===== src/cfc_regs.svh =====
// Constants for the flow control instruction unit
`ifndef CFC_REGS_SVH
`define CFC_REGS_SVH
`define CFC_PC_W 12
`define CFC_SP_W 8
`define CFC_SP_STEP 8'h02
`define CFC_PC_ONE 12'h001
`define CFC_PC_RST 12'h000
`define CFC_SP_RST 8'h00
`define CFC_ACC_RST 8'h00
`endif


===== src/cfc_pkg.sv =====
// Types for the flow control instruction unit
package cfc_pkg;
  typedef enum logic [3:0] {
    CFC_OP_NOP = 4'h0,
    CFC_OP_CALL = 4'h1,
    CFC_OP_GOTO = 4'h2,
    CFC_OP_RETV = 4'h3,
    CFC_OP_RET = 4'h4,
    CFC_OP_RETI = 4'h5,
    CFC_OP_PCADD = 4'h6,
    CFC_OP_GIE_ON = 4'h7,
    CFC_OP_GIE_OFF = 4'h8,
    CFC_OP_HALT_SYS = 4'h9,
    CFC_OP_HALT_CPU = 4'ha,
    CFC_OP_SWRST = 4'hb,
    CFC_OP_WDCLR = 4'hc
  } cfc_op_t;
  typedef enum logic [1:0] {
    CFC_ST_RUN = 2'b00,
    CFC_ST_EXEC2 = 2'b01,
    CFC_ST_HALT = 2'b10
  } cfc_state_t;
endpackage


===== src/cfc_core.sv =====
// Flow control instruction unit of an 8-bit core
`timescale 1ns/1ps
`include "cfc_regs.svh"
// Operation
// RL1: Call pushes pc+1, jumps, sp grows 2
// RL2: Jump loads full-range target address
// RL3: Return-with-value loads immediate, then returns
// RL4: Return drops sp by 2, reloads pc
// RL5: Interrupt return also sets global enable
// RL6: Computed jump adds working register to pc
// RL7: Enable instruction sets global interrupt enable
// RL8: Disable instruction clears global interrupt enable
// RL9: Full halt stops all clocks, oscillators too
// RL10: CPU halt gates core clock, oscillators run
// RL11: Software reset resets whole chip
// RL12: Watchdog restart clears watchdog count
// RL13: No-op only advances program counter
// RL14: No flag changes by these instructions
// RL15: Branches take two cycles, others one; here software reset also takes two, halts last until wake
// RL16: Halt holds pc, resumes on wake
// RL17: Pc arithmetic wraps at address width
module cfc_core (
  // Clock and reset
  input wire logic clk,
  input wire logic rst_b,
  // Instruction issue
  input wire logic instr_valid,
  input wire cfc_pkg::cfc_op_t instr_op,
  input wire logic [`CFC_PC_W-1:0] instr_target,
  input wire logic [7:0] instr_imm,
  output logic instr_ready,
  // Stack memory port
  output logic stack_wr,
  output logic [`CFC_SP_W-1:0] stack_addr,
  output logic [`CFC_PC_W-1:0] stack_wdata,
  input wire logic [`CFC_PC_W-1:0] stack_rdata,
  // Wake request from outside the core domain
  input wire logic wake_req,
  // Core state
  output logic [`CFC_PC_W-1:0] program_counter,
  output logic [`CFC_SP_W-1:0] stack_pointer,
  output logic [7:0] working_register,
  output logic global_int_en,
  output logic flags_we,
  // System controls
  output logic osc_stop,
  output logic core_clk_gate,
  output logic chip_reset_req,
  output logic wdt_clear
);
  // ==========================================================
  // Wake synchroniser
  logic wake_s1_ff, wake_s2_ff;
  always_ff @(posedge clk or negedge rst_b) begin
    if (!rst_b) begin
      wake_s1_ff <= 1'b0;
      wake_s2_ff <= 1'b0;
    end else begin
      wake_s1_ff <= wake_req;
      wake_s2_ff <= wake_s1_ff;
    end
  end
  // ==========================================================
  // Execution state
  cfc_pkg::cfc_state_t state_ff, nxt_state;
  cfc_pkg::cfc_op_t op_ff, nxt_op;
  logic [`CFC_PC_W-1:0] pc_ff, nxt_pc, tgt_ff, nxt_tgt;
  logic [`CFC_SP_W-1:0] sp_ff, nxt_sp;
  logic [7:0] acc_ff, nxt_acc;
  logic gie_ff, nxt_gie, osc_ff, nxt_osc, gate_ff, nxt_gate;
  logic rst_ff, nxt_rst, wdt_ff, nxt_wdt;
  logic wr_ff, nxt_wr;
  logic [`CFC_PC_W-1:0] wdata_ff, nxt_wdata;
  logic [`CFC_SP_W-1:0] addr_ff, nxt_addr;
  logic take;
  assign take = instr_valid && instr_ready;
  assign instr_ready = (state_ff == cfc_pkg::CFC_ST_RUN) && !rst_ff;
  always_comb begin
    nxt_state = state_ff;
    nxt_op = op_ff;
    nxt_pc = pc_ff;
    nxt_tgt = tgt_ff;
    nxt_sp = sp_ff;
    nxt_acc = acc_ff;
    nxt_gie = gie_ff;
    nxt_osc = osc_ff;
    nxt_gate = gate_ff;
    nxt_rst = 1'b0;
    nxt_wdt = 1'b0;
    nxt_wr = 1'b0;
    nxt_wdata = wdata_ff;
    nxt_addr = addr_ff;
    case (state_ff)
      cfc_pkg::CFC_ST_RUN: begin
        if (take) begin
          nxt_op = instr_op;
          nxt_pc = pc_ff + `CFC_PC_ONE; // [RL13] [RL17]
          case (instr_op)
            cfc_pkg::CFC_OP_CALL: begin
              nxt_wr = 1'b1; // [RL1]
              nxt_addr = sp_ff;
              nxt_wdata = pc_ff + `CFC_PC_ONE; // [RL17]
              nxt_tgt = instr_target;
              nxt_state = cfc_pkg::CFC_ST_EXEC2; // [RL15]
            end
            cfc_pkg::CFC_OP_GOTO: begin
              nxt_tgt = instr_target; // [RL2]
              nxt_state = cfc_pkg::CFC_ST_EXEC2;
            end
            cfc_pkg::CFC_OP_RET, cfc_pkg::CFC_OP_RETI, cfc_pkg::CFC_OP_RETV: begin
              if (instr_op == cfc_pkg::CFC_OP_RETV) begin
                nxt_acc = instr_imm; // [RL3]
              end
              nxt_sp = sp_ff - `CFC_SP_STEP; // [RL4]
              nxt_addr = sp_ff - `CFC_SP_STEP;
              nxt_state = cfc_pkg::CFC_ST_EXEC2;
            end
            cfc_pkg::CFC_OP_PCADD: begin
              nxt_tgt = pc_ff + {{(`CFC_PC_W-8){1'b0}}, acc_ff}; // [RL6] [RL17]
              nxt_state = cfc_pkg::CFC_ST_EXEC2;
            end
            cfc_pkg::CFC_OP_GIE_ON: nxt_gie = 1'b1; // [RL7]
            cfc_pkg::CFC_OP_GIE_OFF: nxt_gie = 1'b0; // [RL8]
            cfc_pkg::CFC_OP_HALT_SYS: begin
              nxt_osc = 1'b1; // [RL9]
              nxt_gate = 1'b1;
              nxt_state = cfc_pkg::CFC_ST_HALT; // [RL16]
            end
            cfc_pkg::CFC_OP_HALT_CPU: begin
              nxt_gate = 1'b1; // [RL10]
              nxt_state = cfc_pkg::CFC_ST_HALT;
            end
            cfc_pkg::CFC_OP_SWRST: nxt_rst = 1'b1; // [RL11]
            cfc_pkg::CFC_OP_WDCLR: nxt_wdt = 1'b1; // [RL12]
            default: ;
          endcase
        end
      end
      cfc_pkg::CFC_ST_EXEC2: begin
        nxt_state = cfc_pkg::CFC_ST_RUN;
        case (op_ff)
          cfc_pkg::CFC_OP_CALL: begin
            nxt_pc = tgt_ff; // [RL1]
            nxt_sp = sp_ff + `CFC_SP_STEP;
          end
          cfc_pkg::CFC_OP_RET, cfc_pkg::CFC_OP_RETV: nxt_pc = stack_rdata; // [RL4]
          cfc_pkg::CFC_OP_RETI: begin
            nxt_pc = stack_rdata;
            nxt_gie = 1'b1; // [RL5]
          end
          default: nxt_pc = tgt_ff; // [RL2] [RL6]
        endcase
      end
      cfc_pkg::CFC_ST_HALT: begin
        // Pc already points past the halt, so wake resumes there
        if (wake_s2_ff) begin
          nxt_osc = 1'b0; // [RL16]
          nxt_gate = 1'b0;
          nxt_state = cfc_pkg::CFC_ST_RUN;
        end
      end
      default: nxt_state = cfc_pkg::CFC_ST_RUN;
    endcase
  end
  always_ff @(posedge clk or negedge rst_b) begin
    if (!rst_b) begin
      state_ff <= cfc_pkg::CFC_ST_RUN;
      op_ff <= cfc_pkg::CFC_OP_NOP;
      pc_ff <= `CFC_PC_RST;
      tgt_ff <= `CFC_PC_RST;
      sp_ff <= `CFC_SP_RST;
      acc_ff <= `CFC_ACC_RST;
      gie_ff <= 1'b0;
      osc_ff <= 1'b0;
      gate_ff <= 1'b0;
      rst_ff <= 1'b0;
      wdt_ff <= 1'b0;
      wr_ff <= 1'b0;
      wdata_ff <= `CFC_PC_RST;
      addr_ff <= `CFC_SP_RST;
    end else begin
      state_ff <= nxt_state;
      op_ff <= nxt_op;
      pc_ff <= nxt_pc;
      tgt_ff <= nxt_tgt;
      sp_ff <= nxt_sp;
      acc_ff <= nxt_acc;
      gie_ff <= nxt_gie;
      osc_ff <= nxt_osc;
      gate_ff <= nxt_gate;
      rst_ff <= nxt_rst;
      wdt_ff <= nxt_wdt;
      wr_ff <= nxt_wr;
      wdata_ff <= nxt_wdata;
      addr_ff <= nxt_addr;
    end
  end
  // ==========================================================
  // Outputs
  assign program_counter = pc_ff;
  assign stack_pointer = sp_ff;
  assign working_register = acc_ff;
  assign global_int_en = gie_ff;
  assign flags_we = 1'b0; // [RL14]
  assign osc_stop = osc_ff;
  assign core_clk_gate = gate_ff;
  assign chip_reset_req = rst_ff;
  assign wdt_clear = wdt_ff;
  assign stack_wr = wr_ff;
  assign stack_addr = addr_ff;
  assign stack_wdata = wdata_ff;
endmodule


===== config.mk =====
export PLATFORM = sky130hd
export DESIGN_NAME = cfc_core
export DESIGN_NICKNAME = d
export VERILOG_FILES = /design/src/cfc_pkg.sv /design/src/cfc_core.sv
export VERILOG_INCLUDE_DIRS = /design/src
export SDC_FILE = /design/constraint.sdc
export NUM_CORES = 1
export LEC_CHECK = 0
export BUFFER_PORTS_ARGS = -buffer_cell sky130_fd_sc_hd__buf_2
export CORE_ASPECT_RATIO = 1.25
export CORE_UTILIZATION = 51
export DETAILED_ROUTE_END_ITERATION = 8
export PLACE_DENSITY = 0.88
export SLEW_MARGIN = 10
export SYNTH_ARGS = -nofsm -noshare
export SYNTH_HDL_FRONTEND = slang
export SYNTH_SLANG_ARGS = --single-unit

===== constraint.sdc =====
create_clock -name clk -period 4.15 [get_ports clk]
set_input_delay 0.83 -clock clk [delete_from_list [all_inputs] [get_ports clk]]
set_output_delay 0.83 -clock clk [all_outputs]
set_load 0.1 [all_outputs]

# After elaboration in Yosys (flattened, before gate mapping)
# Index checks and enable logic that the tools add are counted.
word_totals:
  reg_bits: 74
  input_bits: 40
  output_inout_bits: 56
  word_cells: 104
classes:
  addsub: 4
  n_eq_ne: 27
  n_mux: 33
  n_reduce_logical: 24
op_table:
  columns: ["cell", "count"]
  rows:
  - ["$pmux 12 s2", 2]
  - ["$pmux 8 s2", 2]
  - ["$eq 4x3->1 const B", 6]
  - ["$mux 12", 2]
  - ["$mux 8", 3]
  - ["$eq 4x4->1 const B", 5]
  - ["$reduce_and 4->1", 5]
  - ["$mux 1", 16]
  - ["$add 12x1->12 const B", 1]
  - ["$add 12x8->12", 1]
  - ["$eq 4x2->1 const B", 3]
  - ["$reduce_and 3->1", 4]
  - ["$add 8x2->8 const B", 1]
  - ["$eq 4x1->1 const B", 2]
  - ["$ne 2x2->1 const B", 4]
  - ["$pmux 1 s2", 4]
  - ["$pmux 2 s2", 2]
  - ["$reduce_bool 2->1", 4]
  - ["$sub 8x2->8 const B", 1]
  - ["$ne 2x1->1 const B", 3]
  - ["$reduce_or 3->1", 2]
  - ["$reduce_or 6->1", 1]
  - ["$mux 2", 2]
  - ["$reduce_and 2->1", 2]
  - ["other kinds (8)", 10]

# Longest topological paths before layout
# Gate-level depths: netlist of run 1.
logic_depth:
  word_depth: 5
  depth_mapped: 9
  ltp_nobuf: 9

# Least setup slack after synthesis of run 1
# OpenSTA, ideal clock, no wires.
synth_path:
  path_type: "reg-to-reg"
  startpoint: "register rst_ff, in the netlist chip_reset_req"
  endpoint: "register pc_ff[9], in the netlist program_counter[9]"
  setup_ns: 0.136
  arrival_ns: 3.920
  slack_ns: 0.094
  path_stages_with_launch: 7
  period_less_slack_ns: 4.056
  cell_sequence: "dfrtp_1 -> nor3_1 -> and2_0 -> clkbuf_1 -> nand2_1 -> xnor2_1 -> a21oi_1"
synth_between:
  elab_chain_cells: 5
synth_lines:
  columns: ["element", "line_no", "rtl"]
  rows:
  - ["from (decl)", "cfc_core.sv:71", "logic rst_ff, nxt_rst, wdt_ff, nxt_wdt;"]
  - ["from (signal assigned)", "cfc_core.sv:191", "rst_ff <= nxt_rst;"]
  - ["$logic_not 1->1", "cfc_core.sv:77", "assign instr_ready = (state_ff == cfc_pkg::CFC_ST_RUN) && !rst_ff;"]
  - ["$logic_and 1x1->1", "cfc_core.sv:77", null]
  - ["via instr_ready", "cfc_core.sv:31", "output logic instr_ready,"]
  - ["$logic_and 1x1->1", "cfc_core.sv:76", "assign take = instr_valid && instr_ready;"]
  - ["$ne 2x2->1 (no line)", null, null]
  - ["$reduce_and 2->1 (no line)", null, null]
  - ["to (signal assigned)", "cfc_core.sv:169", "pc_ff <= `CFC_PC_RST;"]
  - ["to (signal assigned)", "cfc_core.sv:184", "pc_ff <= nxt_pc;"]
  - ["to (decl)", "cfc_core.sv:67", "logic [`CFC_PC_W-1:0] pc_ff, nxt_pc, tgt_ff, nxt_tgt;"]
# The timed path passes the listed nets, and every way through them passes these cells.
# A chain may end at the register's enable or synchronous reset.

# Final worst setup path of run 1
layout_path:
  startpoint: "input port instr_valid"
  endpoint: "register wdata_ff[7], in the netlist stack_wdata[7]"
layout_between:
  elab_chain_cells: 2
layout_lines:
  columns: ["element", "line_no", "rtl"]
  rows:
  - ["from (decl)", "cfc_core.sv:27", "input wire logic instr_valid,"]
  - ["$logic_and 1x1->1", "cfc_core.sv:76", null]
  - ["$reduce_and 3->1 (no line)", null, null]
  - ["to (signal assigned)", "cfc_core.sv:179", "wdata_ff <= `CFC_PC_RST;"]
  - ["to (signal assigned)", "cfc_core.sv:194", "wdata_ff <= nxt_wdata;"]
  - ["to (decl)", "cfc_core.sv:73", "logic [`CFC_PC_W-1:0] wdata_ff, nxt_wdata;"]
# No other way between the ends.

==> run summary, run 1 <==
outcome: completed
final setup margin: 1.38 ns
WL final: 9.64 mm
Final ANT Viol Nets: 0
post-DP HPWL: 7.23 mm
DR pass1 iterations: 4
GRT Total Usage: 24.9%
share of cells above drive strength 1: 24.2%
Placer Congestion: 0.933
Die Span X: 82.0 um
Synth Area per Inst: 9.14 um^2
Core ar.: 7750 um^2
GRT overflow: 0
CTS Hold Bufs: 0
hold depth: 0
drt via density: 5.61
top_reg_cell synth: dfrtp_1
commonest non-fill, non-tap cell in the layout: buf_2
critical path required time: 4.38 ns
max_slew headroom: 30.3%
CTS tree: yes
fin util: 61.5%
Worst-path clk slew: 0.07 ns
total negative slack: 0 ns
P&R area growth vs syn: 17.0%
Max Fclk: 361 MHz
slowest CP cell: or3_1
total CTS buffers: 9
Initial Util: 52.6%
Syn Inst Count: 446
CP max stage delay: 0.72 ns
die height: 102 um
sequential area share after synthesis: 44.2%
final number of setup-violating endpoints: 0
CTS root buffer: clkbuf_8
H-tree depth: 3
antenna violations before repair: 0
Initial DRC Count: 229
Period minus WS final: 2.77 ns
CP endpoint kind: register
CP Launch Type: input pin
post-synthesis sequential element count: 72
Setup Buffers After CTS: 0
Netlist cell types: 49
diode count: 0
synthesized cell area: 4080 um^2
Setup CP Type: input pin to register
Hold WC Path Type: register to register
crit path max fanout: 24
clock buffer depth: 2
slew of the pin with the lowest slew margin: 1.04 ns
Final period util: 66.7%
DRC violations left: 0
Ys Warns: 0
Fill cells: 657
post-synth top area cell: dfrtp_1
Arr. time, crit path: 2.99 ns
via count of the first global-routing pass: 3,344
DP Worst Slack: 1.00 ns
Via Count: 3,517
clk sinks: 72
wire per inst: 15.4 um
max-slew violation count: 0
most frequent cells in the layout: 92 x buf_2, 72 x dfrtp_1, 70 x nand2_1
number of synthesized flops with an enable pin: 0
RSZ-0062 raised after global routing: false
I/O pin total: 96
Worst R2R Path Depth: 5
worst-skew pair later-pin latency: 0.37 ns
DIE AREA: 8350 um^2
Nets: 580
worst path cell trace: buf_2, or4b_1, or2_4, or3_1, nand2_1, o21ai_2
asr flop ratio synth: 100%
first-pass GRT wire length: 15.5 mm
largest net degree at the start of global routing: 51
top-area cell type share of the netlist area: 44.2%
top post-synthesis cells by area: dfrtp_1 44%, nand2_1 6.4%, xnor2_1 5.6%
PortBufs: 92
CTS resizes: 0
row count: 36
Max Cap Viol: 0
Final Skew: 0.00788 ns
hold_ws: 0.354 ns
Final Hold Viols: 0
[synthesized netlist by cell type (8+ instances only)]
| library cell | instances |
|---|---|
| nor2b_1 | 9 |
| and3_1 | 8 |
| inv_1 | 12 |
| clkbuf_1 | 14 |
| mux2i_1 | 11 |
| xnor2_1 | 26 |
| mux2_2 | 10 |
| a21oi_1 | 31 |
| nor2_1 | 34 |
| ha_1 | 11 |
| nor3_1 | 8 |
| dfrtp_1 | 72 |
| nand2_1 | 70 |
| xor2_1 | 11 |
| nand2b_1 | 8 |
| nand3_1 | 11 |
| o21ai_2 | 8 |
| o21ai_0 | 28 |
[worst max-delay path, delay by kind of cell]
| kind | cells | cell delay [ns] |
|---|---|---|
| and+or+nand+nor | 4 | 2.00 |
| buffers and inverters | 1 | 0.08 |
| AOI/OAI and AO/OA | 1 | 0.07 |
[logic make-up (layout without fill, tap and decap cells)]
group / Yosys count / count (layout) / share of synthesized area (%)
AOI/OAI and AO/OA: 98 / 98 / 14.7
xor gates and xnor gates: 37 / 37 / 7.95
adders and majority gates: 12 / 12 / 3.87
buffers and inverters: 38 / 122 / 4.45
DFF: 72 / 72 / 44.2
muxes: 21 / 21 / 5.47
other: 1 / 3 / 0.0920
and+or+nand+nor: 167 / 167 / 19.3
[final cells by class]
type	instances	area, um^2	share of cell area [%]
clock buffers	12	155	3.25
repair buffers	95	483	10.1
flip-flops and latches	72	1800	37.8
inverters	12	45.0	0.945
well taps	95	119	2.49
clock inverters	3	65.1	1.36
multi-input cells	338	2100	44.0
[registers in the layout, indices dropped and copies added, names as in the netlist, 2 cells and up]
signal,flops
op_ff,4
program_counter,12
stack_addr,7
stack_pointer,7
stack_wdata,12
state_ff,2
tgt_ff,12
working_register,8
[per-stage QoR]
step                      instance area (um^2)  cells
after floorplan                           4080    448
after global placement                    4550    612
after detailed placement                  4550    612
after CTS                                 4770    627
after global routing                      4770    627
final                                     4770    627
[per-layer routing]
metal  global-route usage (%)  share of wire, %  wire [um]
met5                        0                 0          0
met4                     10.8               2.5        240
met3                     5.18               6.2        596
met2                     41.9                51       4950
met1                     30.6                40       3860
[worst paths after layout]
kind,startpoint,to,slack (ns)
min in group asynchronous,rst_b,wdt_clear,0.43
worst min register to register,wake_s1_ff,wake_s2_ff,0.35
max in group asynchronous,rst_b,tgt_ff[4],2.70
worst max register to register,state_ff[0],stack_wdata[7],1.39
worst max-delay path,instr_valid,stack_wdata[7],1.38
worst min-delay path,wake_s1_ff,wake_s2_ff,0.35
Power of run 1 is left out: the tool's default activity adds up to more than one toggle a clock period on the data nets, which glitch-free logic cannot reach.
==> run 2: changes to the inputs <==
--- a/config.mk
+++ b/config.mk
@@ -8,9 +8,9 @@
 export LEC_CHECK = 0
 export BUFFER_PORTS_ARGS = -buffer_cell sky130_fd_sc_hd__buf_2
 export CORE_ASPECT_RATIO = 1.25
-export CORE_UTILIZATION = 51
+export CORE_UTILIZATION = 49
 export DETAILED_ROUTE_END_ITERATION = 8
-export PLACE_DENSITY = 0.88
+export PLACE_DENSITY = 0.89
 export SLEW_MARGIN = 10
 export SYNTH_ARGS = -nofsm -noshare
 export SYNTH_HDL_FRONTEND = slang
==> constraint.sdc (replaced) <==
create_clock -name clk -period 2.52 [get_ports clk]
set_input_delay 0.504 -clock clk [delete_from_list [all_inputs] [get_ports clk]]
set_output_delay 0.504 -clock clk [all_outputs]
set_load 0.1 [all_outputs]
==> run 2 against run 1 <==
Clock skew fell by 0.0022 ns. Final cell count rose by 1.8%. Routed wire length rose by 3.3%. Global-route usage fell by 0.62 points. Core utilization fell by 0.057 points. Via count rose by 3.1%.
==> run summary, run 2 (same netlist as run 1, synthesis figures left out) <==
outcome: completed
RSZ-0062 raised after global routing: false
RR Startpoint: program_counter[0]
met1 wire length: 4.04 mm
PortBufs: 92
R2R Setup Slk: 0.28 ns
critical path required time: 2.76 ns
kind of cell adding the most delay to the critical path: compound AO/OA/AOI/OAI gates
CTS resizes: 0
Period minus WS final: 2.24 ns
crit path max fanout: 6
CP max stage delay: 0.45 ns
Final Hold Viols: 0
CTS root buffer: clkbuf_8
DIE AREA: 8690 um^2
CTS Hold Bufs: 0
worst path cell trace: ha_1, inv_1, fa_1, nand2b_1, a21oi_1, o211ai_1, and3_1, o21ai_0, a21oi_1
Initial DRC Count: 342
Max Fclk: 447 MHz
WL final: 9.97 mm
Die Span X: 83.6 um
Arr. time, crit path: 2.48 ns
multi-input logic area: 2110 um^2
P&R area growth vs syn: 19.6%
Setup Buffers After CTS: 0
Fill cells: 668
via count of the first global-routing pass: 3,554
Worst-path clk slew: 0.07 ns
metal3 WL: 491 um
Core ar.: 7930 um^2
clock buffer depth: 2
CP endpoint: tgt_ff[8]
max-slew violation count: 0
CP Launch Type: register
Max Cap Viol: 0
total negative slack: 0 ns
largest net degree at the start of global routing: 40
Stages on worst setup path: 9
Hold WC Path Type: input pin to asynchronous set/reset pin
GRT Total Usage: 24.3%
register area: 1810 um^2
Setup crit start: program_counter[0]
Via Count: 3,626
Worst R2R Path Depth: 9
wire per inst: 15.6 um
share of cells above drive strength 1: 26.5%
total CTS buffers: 9
most used cell, CP: a21oi_1
CTS tree: yes
Post-Layout Cell Count: 638
H-tree depth: 3
Placer Congestion: 0.887
clk sinks: 72
slowest CP cell: dfrtp_2
Final Skew: 0.00572 ns
hold_ws: 0.256 ns
GRT overflow: 0
die height: 104 um
Setup CP Type: register to register
uppermost layer routed: met4
first-pass GRT wire length: 16.9 mm
Final ANT Viol Nets: 0
FF-to-FF End: tgt_ff[8]
CP endpoint kind: register
drt via density: 5.68
slew of the pin with the lowest slew margin: 0.867 ns
worst-skew pair later-pin latency: 0.35 ns
DP Cell Count: 622
row count: 36
DRC violations left: 0
final number of setup-violating endpoints: 0
DR pass1 iterations: 5
post-DP HPWL: 7.51 mm
Final period util: 88.7%
max_slew headroom: 42.2%
Nets: 590
diode count: 0
I/O pin total: 96
Initial Util: 51.4%
met2 WL: 5.07 mm
commonest non-fill, non-tap cell in the layout: buf_2
critical path buffer and inverter count: 1
fin util: 61.5%
most frequent cells in the layout: 92 x buf_2, 70 x nand2_1, 68 x dfrtp_1
antenna violations before repair: 0
## run 2: cell types whose count changed in the layout (fill, tap and decap cells not counted)
cell / change
clkbuf_8: +1
dfrtp_4: +1
clkinv_2: -1
nor3_1: -1
clkbuf_1: +1
dfrtp_1: -4
buf_4: +10
dfrtp_2: +3
nor3_4: +1
## run 2: worst min path at each step
| stage | endpoint | slack, ns | cells past startpoint |
|---|---|---|---|
| after floorplan | core_clk_gate | 0.21 | 0 |
| after global placement | wake_s2_ff | 0.33 | 0 |
| after detailed placement | wake_s2_ff | 0.34 | 0 |
| after CTS | wake_s1_ff | 0.24 | 1 |
| after global routing | wake_s1_ff | 0.25 | 1 |
| final | working_register[5] | 0.26 | 1 |
## run 2: per-stage QoR
step	worst slack, ns	cell area [um^2]
finish	0.284	4870
global route	0.168	4870
CTS	0.292	4870
detailed placement	0.243	4640
global placement	0.287	4640
floorplan	0.00519	4100
## run 2: per-layer routing
layer,up-vias,global-route usage [%]
li1,1711,-
met1,1764,29.6
met2,123,40.7
met3,28,4.44
met4,0,12.8
met5,-,0
## run 2: cell type report
type,instances,share of cell area [%]
Sequential cell,72,37.1
Inverter,12,0.924
Multi-Input combinational cell,338,43.3
Timing Repair Buffer,105,11.4
Clock buffer,14,3.54
Clock inverter,2,1.23
Tap cell,95,2.44
## run 2: worst reg2reg max path: stages, from the launching register on
cell      delay, ns
dfrtp_2        0.45
ha_1           0.19
inv_1          0.06
fa_1           0.40
nand2b_1       0.19
a21oi_1        0.26
o211ai_1       0.16
and3_1         0.19
o21ai_0        0.14
a21oi_1        0.08
Power of run 2 is left out for the same reason.
